==> src/design/vic_pkg.sv <==
// Purpose: Shared constants for the vectored interrupt controller
// Assumes: One system clock, active-low asynchronous reset
// Notes:   Channel numbers place each peripheral request on a fixed input bit
package irq_ctrl_pkg;

    // ------------------------------------------------------------------
    // Sizes
    // ------------------------------------------------------------------
    localparam int NUM_CHANNELS  = 32;
    localparam int NUM_SLOTS     = 16;
    localparam int SLOT_IDX_W    = 5;
    localparam int ADDR_W        = 32;

    // ------------------------------------------------------------------
    // Channel positions of the on-chip sources
    // ------------------------------------------------------------------
    localparam int CH_WATCHDOG   = 0;
    localparam int CH_SOFT_ONLY  = 1;
    localparam int CH_DBG_RX     = 2;
    localparam int CH_DBG_TX     = 3;
    localparam int CH_TIMER0     = 4;
    localparam int CH_TIMER1     = 5;
    localparam int CH_SERIAL0    = 6;
    localparam int CH_SERIAL1    = 7;
    localparam int CH_PWM        = 8;
    localparam int CH_TWO_WIRE   = 9;
    localparam int CH_SYNC0      = 10;
    localparam int CH_SYNC1      = 11;
    localparam int CH_SYNTH      = 12;
    localparam int CH_CLOCK      = 13;
    localparam int CH_EXT0       = 14;
    localparam int CH_ADC        = 18;
    localparam int NUM_EXT       = 4;

    // ------------------------------------------------------------------
    // Reset values
    // ------------------------------------------------------------------
    localparam logic [NUM_CHANNELS-1:0] RST_MASK = 32'h0000_0000;
    localparam logic [ADDR_W-1:0]       RST_ADDR = 32'h0000_0000;

endpackage : irq_ctrl_pkg

==> src/design/vectored_irq_ctrl.sv <==
// Purpose: Sort peripheral requests into fast, vectored and default classes
//          and drive the core's fast_irq and normal irq inputs
// Assumes: Peripheral flags are on this clock; ext_irq and the software
//          request bit come from outside and are synchronised here
// Notes:   Configuration arrives as plain ports, used live with no register of its own
`timescale 1ns/10ps
module vectored_irq_ctrl
    import irq_ctrl_pkg::*;
(
    input  wire logic                         i_ref_clk,
    input  wire logic                         i_rst_n,
    // Peripheral flags
    input  wire logic                         i_watchdog_event,
    input  wire logic                         i_soft_request,
    input  wire logic                         i_debug_comm_receive,
    input  wire logic                         i_debug_comm_transmit,
    input  wire logic [3:0]                   i_t0_match_flags,
    input  wire logic [3:0]                   i_t0_capture_flags,
    input  wire logic [3:0]                   i_t1_match_flags,
    input  wire logic [3:0]                   i_t1_capture_flags,
    input  wire logic [3:0]                   i_serial0_flags,
    input  wire logic [4:0]                   i_serial1_flags,
    input  wire logic [6:0]                   i_pwm_match_flags,
    input  wire logic                         i_two_wire_state_flag,
    input  wire logic [1:0]                   i_sync0_flags,
    input  wire logic [1:0]                   i_sync1_flags,
    input  wire logic [3:0]                   i_buffered_flags,
    input  wire logic                         i_synth_lock_event,
    input  wire logic                         i_clock_increment_event,
    input  wire logic                         i_clock_alarm_event,
    input  wire logic [NUM_EXT-1:0]           i_ext_irq,
    input  wire logic                         i_adc_event,
    // Configuration
    input  wire logic [NUM_CHANNELS-1:0]      i_enable,
    input  wire logic [NUM_CHANNELS-1:0]      i_fast_select,
    input  wire logic [NUM_SLOTS-1:0]         i_slot_enable,
    input  wire logic [NUM_SLOTS*SLOT_IDX_W-1:0] i_slot_channel,
    input  wire logic [NUM_SLOTS*ADDR_W-1:0]  i_slot_addr,
    input  wire logic [ADDR_W-1:0]            i_default_addr,
    // Core side and status
    output logic                              o_fast_irq,
    output logic                              o_irq,
    output logic [NUM_CHANNELS-1:0]           o_fast_status,
    output logic [NUM_CHANNELS-1:0]           o_normal_status,
    output logic [NUM_CHANNELS-1:0]           o_raw_status,
    output logic [ADDR_W-1:0]                 o_vector_addr
);

    // ------------------------------------------------------------------
    // Pin synchroniser for the software and external lines
    // ------------------------------------------------------------------
    // Bit 0 carries the software request, bits 1 up the external lines
    localparam int NUM_ASYNC = NUM_EXT + 1;
    logic [NUM_ASYNC-1:0] sync1_r;
    logic [NUM_ASYNC-1:0] sync2_r;
    logic [NUM_ASYNC-1:0] sync3_r;
    logic [NUM_ASYNC-1:0] async_level_r;

    // Third stage filters a level that is still settling
    // A one-cycle glitch on a pin never reaches a channel, at the cost of
    // four cycles of extra latency on these lines
    always_ff @(posedge i_ref_clk or negedge i_rst_n) begin
        if (!i_rst_n) begin
            sync1_r       <= '0;
            sync2_r       <= '0;
            sync3_r       <= '0;
            async_level_r <= '0;
        end else begin
            sync1_r       <= {i_ext_irq, i_soft_request};
            sync2_r       <= sync1_r;
            sync3_r       <= sync2_r;
            async_level_r <= (sync2_r & sync3_r) | (async_level_r & (sync2_r | sync3_r));
        end
    end

    // ------------------------------------------------------------------
    // Request line per channel
    // ------------------------------------------------------------------
    logic [NUM_CHANNELS-1:0] raw_req;

    // Each peripheral's flags are ORed onto one line
    // Channels above the converter have no source and stay low
    always_comb begin
        raw_req                       = '0;
        raw_req[CH_WATCHDOG]          = i_watchdog_event;
        raw_req[CH_SOFT_ONLY]         = async_level_r[0];
        raw_req[CH_DBG_RX]            = i_debug_comm_receive;
        raw_req[CH_DBG_TX]            = i_debug_comm_transmit;
        raw_req[CH_TIMER0]            = |{i_t0_match_flags, i_t0_capture_flags};
        raw_req[CH_TIMER1]            = |{i_t1_match_flags, i_t1_capture_flags};
        raw_req[CH_SERIAL0]           = |i_serial0_flags;
        raw_req[CH_SERIAL1]           = |i_serial1_flags;
        raw_req[CH_PWM]               = |i_pwm_match_flags;
        raw_req[CH_TWO_WIRE]          = i_two_wire_state_flag;
        raw_req[CH_SYNC0]             = |i_sync0_flags;
        raw_req[CH_SYNC1]             = |{i_sync1_flags, i_buffered_flags};
        raw_req[CH_SYNTH]             = i_synth_lock_event;
        raw_req[CH_CLOCK]             = i_clock_increment_event | i_clock_alarm_event;
        raw_req[CH_EXT0 +: NUM_EXT]   = async_level_r[NUM_ASYNC-1:1];
        raw_req[CH_ADC]               = i_adc_event;
    end

    // ------------------------------------------------------------------
    // Classification, driven live from the configuration ports
    // ------------------------------------------------------------------
    // A channel with its fast bit set leaves the normal class entirely
    wire logic [NUM_CHANNELS-1:0] active_req = raw_req & i_enable;
    wire logic [NUM_CHANNELS-1:0] fast_req   = active_req & i_fast_select;
    wire logic [NUM_CHANNELS-1:0] normal_req = active_req & ~i_fast_select;

    // Channel picked by one slot
    function automatic logic [SLOT_IDX_W-1:0] slot_chan(input int s,
            input logic [NUM_SLOTS*SLOT_IDX_W-1:0] tbl);
        slot_chan = tbl[s*SLOT_IDX_W +: SLOT_IDX_W];
    endfunction : slot_chan

    logic [NUM_SLOTS-1:0]    slot_hit;
    logic [NUM_CHANNELS-1:0] vectored_chan;

    // A slot fires when its channel requests in the normal class
    // A fast channel never fires a slot, so the vector comes from the lowest slot still hit
    // Several slots may name one channel; the lowest of them decides
    always_comb begin
        vectored_chan = '0;
        for (int s = 0; s < NUM_SLOTS; s++) begin
            slot_hit[s] = i_slot_enable[s] && normal_req[slot_chan(s, i_slot_channel)];
            if (i_slot_enable[s]) begin
                vectored_chan[slot_chan(s, i_slot_channel)] = 1'b1;
            end
        end
    end

    // Unassigned enabled normal requests fall to the default class
    wire logic [NUM_CHANNELS-1:0] default_req = normal_req & ~vectored_chan;

    logic [ADDR_W-1:0] vec_nxt;

    // Lowest slot number wins; default address only when no slot fires
    // The loop walks down from slot 15 so that a lower hit overwrites it
    always_comb begin
        vec_nxt = i_default_addr;
        for (int s = NUM_SLOTS - 1; s >= 0; s--) begin
            if (slot_hit[s]) begin
                vec_nxt = i_slot_addr[s*ADDR_W +: ADDR_W];
            end
        end
    end

    // ------------------------------------------------------------------
    // Output registers: one cycle behind the requests, never held
    // ------------------------------------------------------------------
    // Registering costs a cycle but keeps decode glitches off the core's lines
    always_ff @(posedge i_ref_clk or negedge i_rst_n) begin
        if (!i_rst_n) begin
            o_fast_irq      <= 1'b0;
            o_irq           <= 1'b0;
            o_fast_status   <= RST_MASK;
            o_normal_status <= RST_MASK;
            o_raw_status    <= RST_MASK;
            o_vector_addr   <= RST_ADDR;
        end else begin
            o_fast_irq      <= |fast_req;
            o_irq           <= |(slot_hit) | (|default_req);
            o_fast_status   <= fast_req;
            o_normal_status <= normal_req;
            o_raw_status    <= raw_req;
            o_vector_addr   <= vec_nxt;
        end
    end

    // ------------------------------------------------------------------
    // Checks
    // ------------------------------------------------------------------
    // Merge checks skip the first edge after reset, whose past value
    // still comes from inside reset while the outputs were held low
    a_fast_merge: assert property (@(posedge i_ref_clk) disable iff (!i_rst_n)
        $past(i_rst_n) |-> o_fast_irq == |$past(fast_req))
        else $error("fast_irq does not follow fast requests");

    a_fast_status: assert property (@(posedge i_ref_clk) disable iff (!i_rst_n)
        $past(i_rst_n) |-> o_fast_status == ($past(raw_req) & $past(i_enable) & $past(i_fast_select)))
        else $error("fast status mismatch");

    a_irq_merge: assert property (@(posedge i_ref_clk) disable iff (!i_rst_n)
        $past(i_rst_n) |-> o_irq == (|$past(slot_hit) || |$past(default_req)))
        else $error("irq does not follow normal requests");

    a_slot0_wins: assert property (@(posedge i_ref_clk) disable iff (!i_rst_n)
        slot_hit[0] |=> o_vector_addr == $past(i_slot_addr[ADDR_W-1:0]))
        else $error("slot 0 not served first");

    a_default_addr: assert property (@(posedge i_ref_clk) disable iff (!i_rst_n)
        !(|slot_hit) |=> o_vector_addr == $past(i_default_addr))
        else $error("default address not given");

    a_fast_not_irq: assert property (@(posedge i_ref_clk) disable iff (!i_rst_n)
        (active_req == i_fast_select && |active_req) |=> o_fast_irq && !o_irq)
        else $error("fast request leaked onto irq");

    a_normal_status: assert property (@(posedge i_ref_clk) disable iff (!i_rst_n)
        ((o_normal_status & o_fast_status) == '0))
        else $error("channel in both classes");

    a_level_drop: assert property (@(posedge i_ref_clk) disable iff (!i_rst_n)
        (raw_req == '0) |=> !o_fast_irq && !o_irq)
        else $error("output held without request");

    a_watchdog_ch: assert property (@(posedge i_ref_clk) disable iff (!i_rst_n)
        i_watchdog_event |=> o_raw_status[CH_WATCHDOG])
        else $error("watchdog channel wrong");

    a_ext_sync: assert property (@(posedge i_ref_clk) disable iff (!i_rst_n)
        (i_ext_irq[0] [*5]) |=> o_raw_status[CH_EXT0])
        else $error("external line not seen");

    // ------------------------------------------------------------------
    // Priority, status words, synchroniser and channel map
    // ------------------------------------------------------------------
    // Each peripheral check looks one edge later, at the registered raw word
    a_slot1_next: assert property (@(posedge i_ref_clk) disable iff (!i_rst_n)
        (slot_hit[1] && !slot_hit[0]) |=> o_vector_addr == $past(i_slot_addr[ADDR_W +: ADDR_W]))
        else $error("slot 1 not served after slot 0");

    a_slot15_last: assert property (@(posedge i_ref_clk) disable iff (!i_rst_n)
        (slot_hit == 16'h8000) |=> o_vector_addr == $past(i_slot_addr[15*ADDR_W +: ADDR_W]))
        else $error("slot 15 not served alone");

    a_idle_channels: assert property (@(posedge i_ref_clk) disable iff (!i_rst_n)
        o_raw_status[NUM_CHANNELS-1:CH_ADC+1] == '0)
        else $error("channel without source is active");

    a_normal_masked: assert property (@(posedge i_ref_clk) disable iff (!i_rst_n)
        ((o_normal_status | o_fast_status) & ~o_raw_status) == '0)
        else $error("status bit without raw request");

    a_soft_sync: assert property (@(posedge i_ref_clk) disable iff (!i_rst_n)
        (i_soft_request [*5]) |=> o_raw_status[CH_SOFT_ONLY])
        else $error("software request not seen");

    a_sync_hold: assert property (@(posedge i_ref_clk) disable iff (!i_rst_n)
        (sync2_r[0] != sync3_r[0]) |=> async_level_r[0] == $past(async_level_r[0]))
        else $error("software level moved while stages disagree");

    a_dbg_rx_ch: assert property (@(posedge i_ref_clk) disable iff (!i_rst_n)
        i_debug_comm_receive |=> o_raw_status[CH_DBG_RX])
        else $error("debug receive channel wrong");

    a_timer_merge: assert property (@(posedge i_ref_clk) disable iff (!i_rst_n)
        (|{i_t0_match_flags, i_t0_capture_flags}) |=> o_raw_status[CH_TIMER0])
        else $error("timer flags not merged");

    a_serial1_merge: assert property (@(posedge i_ref_clk) disable iff (!i_rst_n)
        (|i_serial1_flags) |=> o_raw_status[CH_SERIAL1])
        else $error("second serial flags not merged");

    a_pwm_merge: assert property (@(posedge i_ref_clk) disable iff (!i_rst_n)
        (|i_pwm_match_flags) |=> o_raw_status[CH_PWM])
        else $error("pwm match flags not merged");

    a_sync1_merge: assert property (@(posedge i_ref_clk) disable iff (!i_rst_n)
        (|{i_sync1_flags, i_buffered_flags}) |=> o_raw_status[CH_SYNC1])
        else $error("shared serial channel not merged");

    a_clock_merge: assert property (@(posedge i_ref_clk) disable iff (!i_rst_n)
        (i_clock_increment_event || i_clock_alarm_event) |=> o_raw_status[CH_CLOCK])
        else $error("clock events not merged");

    a_adc_ch: assert property (@(posedge i_ref_clk) disable iff (!i_rst_n)
        i_adc_event |=> o_raw_status[CH_ADC])
        else $error("converter channel wrong");

    // Main scenarios the bench is expected to reach
    c_fast: cover property (@(posedge i_ref_clk) disable iff (!i_rst_n) o_fast_irq);
    c_vectored: cover property (@(posedge i_ref_clk) disable iff (!i_rst_n)
        o_irq && |o_normal_status && o_vector_addr != i_default_addr);
    c_two_slots: cover property (@(posedge i_ref_clk) disable iff (!i_rst_n)
        slot_hit[0] && slot_hit[1]);
    c_fast_and_irq: cover property (@(posedge i_ref_clk) disable iff (!i_rst_n)
        o_fast_irq && o_irq);
    c_default_vec: cover property (@(posedge i_ref_clk) disable iff (!i_rst_n)
        o_irq && o_vector_addr == i_default_addr);

endmodule : vectored_irq_ctrl

==> config.mk <==
export PLATFORM = sky130hd
export DESIGN_NAME = vectored_irq_ctrl
export DESIGN_NICKNAME = d
export VERILOG_FILES = /design/src/design/vic_pkg.sv /design/src/design/vectored_irq_ctrl.sv
export SDC_FILE = /design/constraint.sdc
export NUM_CORES = 1
export LEC_CHECK = 0
export BUFFER_PORTS_ARGS = -buffer_cell sky130_fd_sc_hd__clkbuf_2
export CAP_MARGIN = 10
export CORE_AREA = 3 3 349 351
export DETAILED_ROUTE_END_ITERATION = 16
export DIE_AREA = 0 0 352 354
export HOLD_SLACK_MARGIN = 0.12
export PLACE_DENSITY_LB_ADDON = 0.25
export SLEW_MARGIN = 30
export SYNTH_ARGS = -nofsm -noshare
export SYNTH_HDL_FRONTEND = slang
export SYNTH_SLANG_ARGS = --single-unit
export TNS_END_PERCENT = 1
==> constraint.sdc <==
create_clock -name i_ref_clk -period 3.9 [get_ports i_ref_clk]
set_input_delay 0 -clock i_ref_clk [delete_from_list [all_inputs] [get_ports i_ref_clk]]
set_output_delay 0 -clock i_ref_clk [all_outputs]
set_load 0.02 [all_outputs]
# Word level (Yosys, flattened, before mapping)
# Cells that the tools add are included.
op_classes:
  order_cmp: 32
  muxes: 96
  n_bitwise: 27
  n_reduce_logical: 42
ops:
  columns: ["operator", "n"]
  rows:
  - ["two-way mux 32 bit", 32]
  - ["bitwise OR 32 bit", 15]
  - ["bitwise AND 32 bit", 3]
  - ["< comparator 5 x 6 -> 1 bit (second input constant)", 16]
  - ["binary-select mux 1 bit (select 5 bit)", 16]
  - ["demux 1 bit (select 5 bit)", 16]
  - ["greater-or-equal comparator 5 x 1 -> 1 bit (second input constant)", 16]
  - ["inverter 32 bit", 2]
  - ["OR reduction 32 bit", 2]
  - ["bitwise AND 19 x 32 -> 32 bit", 1]
  - ["logical AND 1 bit", 32]
  - ["two-way mux 1 bit", 32]
  - ["OR reduction 16 bit", 1]
  - ["OR reduction 8 bit", 2]
  - ["bitwise AND 5 bit", 2]
  - ["bitwise OR 5 bit", 2]
  - ["OR reduction 7 bit", 1]
  - ["OR reduction 6 bit", 1]
  - ["OR reduction 5 bit", 1]
  - ["OR reduction 4 bit", 1]
  - ["bitwise OR 1 bit", 2]
  - ["OR reduction 2 bit", 1]
word_totals:
  reg_bits: 137
  in_bits: 759
  out_inout_bits: 130

# Logic depth before layout (Yosys ltp)
# Gate-level depths: netlist (run 1).
logic_depth:
  ltp_word: 39
  mapped_depth: 14

# Least setup slack after synthesis (run 1)
# Ideal clock, no wire load.
synth_path:
  kind: "in2reg"
  startpoint: "in i_serial1_flags[3]"
  endpoint: "reg o_vector_addr[5]"
  t_arrival_ps: 3060
  required_time_ps: 3822
  path_slack_ps: 762
  path_stages: 10
  path_cell_list: "or4_4 > o21ai_4 > inv_2 > mux4_2 > a2111oi_0 > or4_1 > clkbuf_1 > mux2_2 > or4_1 > o21bai_1"
synth_via:
  elab_chain_len: 22
  elab_cells_between_ends: 67
  cone_classes: "48 x mux; 2 x bitwise; 17 x reduce/logical"
synth_lines:
  columns: ["item", "line", "rtl"]
  rows:
  - ["start, declared", "vectored_irq_ctrl.sv:22", "input wire logic [4:0] i_serial1_flags,"]
  - ["OR reduction 5 bit (*)", "vectored_irq_ctrl.sv:92", "raw_req[CH_SERIAL1] = |i_serial1_flags;"]
  - ["bitwise AND 19 x 32 -> 32 bit (*)", "vectored_irq_ctrl.sv:107", "wire logic [NUM_CHANNELS-1:0] active_req = raw_req & i_enable;"]
  - ["bitwise AND 32 bit (*)", "vectored_irq_ctrl.sv:109", "wire logic [NUM_CHANNELS-1:0] normal_req = active_req & ~i_fast_select;"]
  - ["binary-select mux 1 bit (select 5 bit)", "vectored_irq_ctrl.sv:126", "slot_hit[s] = i_slot_enable[s] && normal_req[slot_chan(s, i_slot_channel)];"]
  - ["two-way mux 1 bit (not written as such)", "vectored_irq_ctrl.sv:126", null]
  - ["logical AND 1 bit", "vectored_irq_ctrl.sv:126", null]
  - ["two-way mux 32 bit (15 in a row)", "vectored_irq_ctrl.sv:143", "if (slot_hit[s]) begin"]
  - ["two-way mux 32 bit (*)", "vectored_irq_ctrl.sv:143", null]
  - ["net vec_nxt[5]", "vectored_irq_ctrl.sv:136", "logic [ADDR_W-1:0] vec_nxt;"]
  - ["end signal, assigned", "vectored_irq_ctrl.sv:167", "o_vector_addr <= vec_nxt;"]
  - ["end, declared", "vectored_irq_ctrl.sv:46", "output logic [ADDR_W-1:0] o_vector_addr"]
# Mark *: on every way through the listed nets, which the timed path passes. The rest lies on a longest branch. The select of a mux whose other input is x is not followed.

# Final worst setup path (run 1)
layout_path:
  startpoint: "in i_t1_capture_flags[2]"
  endpoint: "reg o_vector_addr[26]"
layout_via:
  elab_chain_len: 22
  elab_cells_between_ends: 67
  cone_classes: "48 x mux; 2 x bitwise; 17 x reduce/logical"
layout_lines:
  columns: ["item", "line", "rtl"]
  rows:
  - ["start, declared", "vectored_irq_ctrl.sv:20", "input wire logic [3:0] i_t1_capture_flags,"]
  - ["OR reduction 8 bit (*)", "vectored_irq_ctrl.sv:90", "raw_req[CH_TIMER1] = |{i_t1_match_flags, i_t1_capture_flags};"]
  - ["bitwise AND 19 x 32 -> 32 bit (*)", "vectored_irq_ctrl.sv:107", null]
  - ["bitwise AND 32 bit (*)", "vectored_irq_ctrl.sv:109", null]
  - ["binary-select mux 1 bit (select 5 bit)", "vectored_irq_ctrl.sv:126", null]
  - ["two-way mux 1 bit (not written as such)", "vectored_irq_ctrl.sv:126", null]
  - ["logical AND 1 bit", "vectored_irq_ctrl.sv:126", null]
  - ["two-way mux 32 bit (15 in a row)", "vectored_irq_ctrl.sv:143", null]
  - ["two-way mux 32 bit (*)", "vectored_irq_ctrl.sv:143", null]
  - ["net vec_nxt[26]", "vectored_irq_ctrl.sv:136", null]
# Marked as above.

==> flow_summary.yaml, run 1 <==
run_status:
  status: "finished, violations left"
  violations: "setup timing"
synth:
  synth_mux_area_share_pct: 5.67
  yosysSeqAreaShare_pct: 18.7
  synth-main-ff-cell: "dfrtp_1"
  synth_top_cells_by_area: "dfrtp_1, o22ai_1, clkbuf_1"
  post-synth-top-area-cell: "dfrtp_1"
  synth_top_family_by_area: "compound AO/OA/AOI/OAI gates"
  synth_cell_types: 80
  synthAdderAreaFrac_pct: 0.336
  synth_cells: 2007
  synthArstFlopShare_pct: 100
  avgSynthCellArea_um2: 7.42
  synth_most_common_cell: "clkbuf_1"
  yosys.area.top_type_share_pct: 18.7
  netlist_area_um2: 14900
  synth_common_cells: "clkbuf_1, o22ai_1, nor2_1"
  synth_seq_cells: 111
  synth-xor-area-share_pct: 0
  synth-edff-count: 0
  yosys_warnings: 0
  synth-compound-area-share_pct: 35.8
  synthSimpleGateAreaFrac_pct: 30.6
clocking:
  cts_tree: "built"
  clock_path_buffers: 2
  cts_root_buf: "clkbuf_16"
  htree_levels: 3
  clk-insertion-delay-late_ns: 0.44
  clk_pin_slew_ns: 0.11
  cts-buffers-inserted: 9
  clock-sinks: 111
power_and_ir_drop:
  peakVddDrop_v: 0.000213
  total_power_mw: 6.17
  leakage_nw: 11.0
  p_per_area_nw_per_um2: 236
cells_and_area:
  nets: 3967
  seq_area_um2: 2780
  n_fill_cell: 13500
  syn2layout_area_growth_pct: 75.8
  stdcell_count: 4851
  design_area_um2: 26200
  drive_above_1_share_pct: 39.7
  final_core_util_pct: 21.9
  multi_input_area_um2: 11200
routing:
  routed_wl_um: 162000
  initialDrtViolationCount: 3014
  viasPerCell: 5.02
  route.detailed.drc: 0
  ant_nets: 0
  wl_per_cell_um: 33.4
  vias: 24400
  drt-pass1-iter-count: 8
die:
  die_w_um: 352
  io_pins: 889
  std_cell_rows: 127
  design.die.area_um2: 125000
  initial_core_util_pct: 12.5
  die_h_um: 354
  fp.coreArea_um2: 119000
critical_path:
  max_stage_delay_ns: 0.58
  path_max_fanout: 8
  crit_type: "in2reg"
  worstPathArrival_ns: 4.25
  path_cells: "dlygate4sd3_1 -> clkbuf_2 -> or4_4 -> o21ai_4 -> inv_2 -> buf_4 -> nand2_1 -> a31oi_4 -> and3_2 -> buf_4 -> a2111oi_0 -> buf_4 -> o31ai_1 -> a311oi_1 -> buf_4 -> o21ai_1"
  required_ns: 4.22
  crit_top_cell: "buf_4"
  end_kind: "flop"
  critPathLaunchType: "input port"
  slowest_stage: "a2111oi_0"
  r2r_slack_ns: 0.03
global_route:
  grt_usage_pct: 24.7
  grt_pass1_vias: 24100
  antenna_found_initial: 45
  grt_pass1_wl_um: 214000
  grt_max_degree: 66
  grt.overflow.total: 0
placed_design:
  place_area_um2: 22600
  dp_hpwl_um: 133000
  place.gp.congestion: 1.02
  post-place-ws_ns: -0.404
  placedCellCount: 4505
  numPortBuffers: 823
flow_run:
  cap_violations: 0
timing:
  slew_viol_final: 0
  setup_viol: 2
  finalCritPeriodShare_pct: 101
  layout_min_cycle_time_ns: 3.94
  relSlewSlack_pct: 44.2
  clock.fmax_mhz: 254
  grt_setup_unrepaired: "true"
  tightest_slew_ns: 0.835
  setup_ws_ns: -0.0352
  finalHoldViolCount: 0
  fin_skew_ns: 0.0219
worst_hold_path:
  hold_path.class: "in2reg"
worst paths after layout:
check | cells past startpoint | to | startpoint
max in group asynchronous | 4 | o_fast_status[1] | i_rst_n
worst min-delay path | 4 | o_vector_addr[6] | i_slot_addr[134]
min in group asynchronous | 3 | sync1_r[1] | i_rst_n
worst min register to register | 0 | sync2_r[1] | sync1_r[1]
worst max-delay path | 16 | o_vector_addr[26] | i_t1_capture_flags[2]
worst max register to register | 11 | o_vector_addr[26] | async_level_r[4]
cell families after synthesis:
logic type      after synthesis
mux                          52
simple gates                800
flops                       111
other cells                   1
fa+ha+maj                     5
compound gates              732
buf+inv                     306
where the power goes:
part | internal (mW) | switching (mW) | total [mW] | leakage, nW
Clock | 0.463 | 0.648 | 1.11 | 0.148
Sequential | 1.28 | 0.0907 | 1.37 | 1.33
Combinational | 1.44 | 2.25 | 3.70 | 9.53
Total | 3.18 | 2.99 | 6.17 | 11.0
through the flow:
stage                     hold slack, ns  TNS [ns]
after floorplan                   -0.296         0
after global placement            0.0456     -1.40
after detailed placement          0.0506     -1.79
after CTS                          0.121         0
after global routing               0.166    -0.411
final                              0.148   -0.0390
routing by layer:
metal	global-route usage [%]	routed length [µm]
met5	0	67
met4	6.51	4200
met3	5.56	15200
met2	36.5	68400
met1	35.8	74000
layout make-up:
type	count	area share (%)
Antenna cell	26	0.249
Clock buffer	9	0.861
Clock inverter	7	0.316
Inverter	67	0.961
Multi-Input combinational cell	1628	42.8
Sequential cell	111	10.6
Tap cell	1612	7.71
Timing Repair Buffer	1391	36.5
placed cells by master, fill, tap and decap left out, types with 20 or more instances in the layout:
cell / n
a221oi_1: 33
o22ai_1: 159
buf_12: 31
nand3_1: 96
buf_4: 232
a221o_1: 36
nand3b_1: 61
or3_1: 50
o31ai_1: 31
mux4_2: 25
dfrtp_1: 110
or3b_2: 44
clkbuf_2: 822
inv_1: 64
nand2b_1: 20
o2111ai_1: 36
dlygate4sd3_1: 303
conb_1: 39
nor3_2: 22
diode_2: 26
a31oi_1: 62
nor3_1: 66
a21oi_1: 54
o21ai_1: 32
nor4_1: 57
o22a_1: 36
and3_1: 23
a2111oi_0: 30
o21ai_0: 54
nand2_1: 105
nor2_1: 153
a311oi_1: 24
sequential cells by signal, summed over array words and instances (netlist names):
register and flops:
async_level_r 5, o_fast_irq 1, o_fast_status 19, o_irq 1, o_normal_status 19, o_raw_status 19
o_vector_addr 32, sync1_r 5, sync2_r 5, sync3_r 5
critical path, delay by kind of cell:
kind,cells,cell delay [ns]
simple gates,3,1.10
buf+inv,7,1.63
compound gates,6,1.49
timing repair:
action | in CTS | in global routing
gates cloned | 0 | 0
hold buffers | 303 | 0
setup buffers | 0 | 1
endpoints found under the hold margin | 145 | 0
resized for setup | 7 | 25
pin swaps | 1 | 6
endpoints found under the setup margin | 7 | 26
Power figures use the tool's default switching activity.
==> run 2, diff against run 1 <==
==> constraint.sdc (replaced) <==
create_clock -name i_ref_clk -period 3.9 [get_ports i_ref_clk]
set_input_delay 0.195 -clock i_ref_clk [delete_from_list [all_inputs] [get_ports i_ref_clk]]
set_output_delay 0.195 -clock i_ref_clk [all_outputs]
set_load 0.02 [all_outputs]
==> flow_summary.yaml, run 2 (synthesis results as in run 1) <==
placed_design:
  place_area_um2: 23300
  numPortBuffers: 823
  place.gp.congestion: 1.02
  dp_hpwl_um: 133000
flow_run:
  cap_violations: 0
power_and_ir_drop:
  p_per_area_nw_per_um2: 242
  leakage_nw: 10.6
  total_power_mw: 6.02
  peakVddDrop_v: 0.000265
clocking:
  cts_tree: "built"
  clk_pin_slew_ns: 0.10
  htree_levels: 3
  cts_setup_buffers: 0
  cts-buffers-inserted: 9
  clock-sinks: 111
  clock_path_buffers: 2
  clk-insertion-delay-late_ns: 0.45
  cts_root_buf: "clkbuf_16"
routing:
  initialDrtViolationCount: 2574
  route.detailed.drc: 0
  top_layer: "met5"
  routed_wl_um: 157000
  ant_nets: 0
  wl_per_cell_um: 33.3
  vias: 23600
  drt-met1-wl_um: 72600
  wl_met2_um: 66300
  viasPerCell: 5.00
  drt-pass1-iter-count: 5
  met3_length_um: 14400
run_status:
  status: "finished, violations left"
  violations: "setup timing"
global_route:
  grt.overflow.total: 0
  grt_pass1_wl_um: 207000
  grt_pass1_vias: 23100
  grt_max_degree: 61
  grt_usage_pct: 24.0
  antenna_found_initial: 42
timing:
  layout_min_cycle_time_ns: 3.90
  fin_skew_ns: 0.0199
  finalCritPeriodShare_pct: 100
  clock.fmax_mhz: 256
  relSlewSlack_pct: 33.1
  setup_viol: 1
  grt_setup_unrepaired: "true"
  setup_ws_ns: -0.00209
  slew_viol_final: 0
  tightest_slew_ns: 0.994
  finalHoldViolCount: 0
die:
  die_w_um: 352
  fp.coreArea_um2: 119000
  io_pins: 889
  design.die.area_um2: 125000
  die_h_um: 354
  std_cell_rows: 127
  initial_core_util_pct: 12.5
critical_path:
  path_max_fanout: 26
  critPathLaunchType: "flop"
  worstPathArrival_ns: 4.20
  required_ns: 4.20
  slowest_stage: "dfrtp_1"
  max_stage_delay_ns: 0.44
  path_cells: "and3b_1 -> a221o_1 -> a311oi_2 -> o31ai_1 -> buf_4 -> and2_2 -> buf_12 -> buf_4 -> a2111oi_0 -> o31ai_1 -> a311oi_2 -> buf_4 -> o21ai_1"
  crit_type: "reg2reg"
  end_kind: "flop"
  crit_top_cell: "buf_4"
cells_and_area:
  largest_register: "o_vector_addr"
  drive_above_1_share_pct: 43.6
  mostFrequentLayoutCells: "clkbuf_2, buf_4, o22ai_1, nor2_1, dfrtp_1"
  nets: 3844
  design_area_um2: 24900
  layout_commonest_cell: "clkbuf_2"
  largest_reg_flops: 32
  syn2layout_area_growth_pct: 67.1
worst_hold_path:
  hold_path.class: "in2reg"
-- run 2: worst paths after layout --
kind                                       start           endpoint  slack, ns  depth (start not counted)
worst max register to register  async_level_r[1]  o_vector_addr[19]     -0.002                         13
worst min register to register        sync1_r[1]         sync2_r[1]       0.36                          0
min in group asynchronous                i_rst_n   o_raw_status[13]       0.34                          2
worst max-delay path            async_level_r[1]  o_vector_addr[19]     -0.002                         13
worst min-delay path            i_slot_addr[231]   o_vector_addr[7]       0.16                          3
max in group asynchronous                i_rst_n   o_vector_addr[6]       2.72                          3
-- run 2: per-layer routing --
layer  vias to the layer above  track usage [%]
li1                      10200                -
met1                     11800             34.6
met2                      1476             35.3
met3                       169             6.07
met4                        24             6.19
met5                         -                0
-- run 2: report_power, final --
group | internal, mW | switching [mW]
logic | 1.38 | 2.20
clock network | 0.465 | 0.635
registers | 1.28 | 0.0651
total | 3.12 | 2.90
-- run 2: critical path, delay by kind of cell (launching register included) --
family	cells	cell delay, ns
AOI/OAI and AO/OA	7	1.97
DFF	1	0.44
and+or+nand+nor	2	0.53
buffers and inverters	4	0.77
-- run 2: stage by stage --
step                utilization, %  cells  hold WS [ns]  setup TNS [ns]  worst slack (ns)
global placement              19.5   4576         0.241           -3.90            -0.388
CTS                           20.7   4702         0.121               0           0.00523
floorplan                        -   2045        -0.101               0             0.567
global route                  20.8   4706         0.153          -0.338            -0.120
finish                        20.8   4719         0.156        -0.00209          -0.00209
detailed placement            19.5   4576         0.241           -3.53            -0.386
-- run 2: layout make-up --
| cell class | count | area (µm²) |
|---|---|---|
| antenna | 17 | 42.5 |
| clock buffer | 9 | 225 |
| clock inverter | 7 | 82.6 |
| fill | 13600 | 94500 |
| inverter | 67 | 251 |
| multi-input combinational | 1628 | 11200 |
| sequential | 111 | 2780 |
| tap | 1612 | 2020 |
| timing repair buffer | 1268 | 8270 |
-- run 2: what timing repair did --
item,in CTS,in global routing
pin swaps,0,4
endpoints found under the hold margin,121,0
resized for setup,4,32
hold buffers,110,0
setup endpoints to repair,4,28
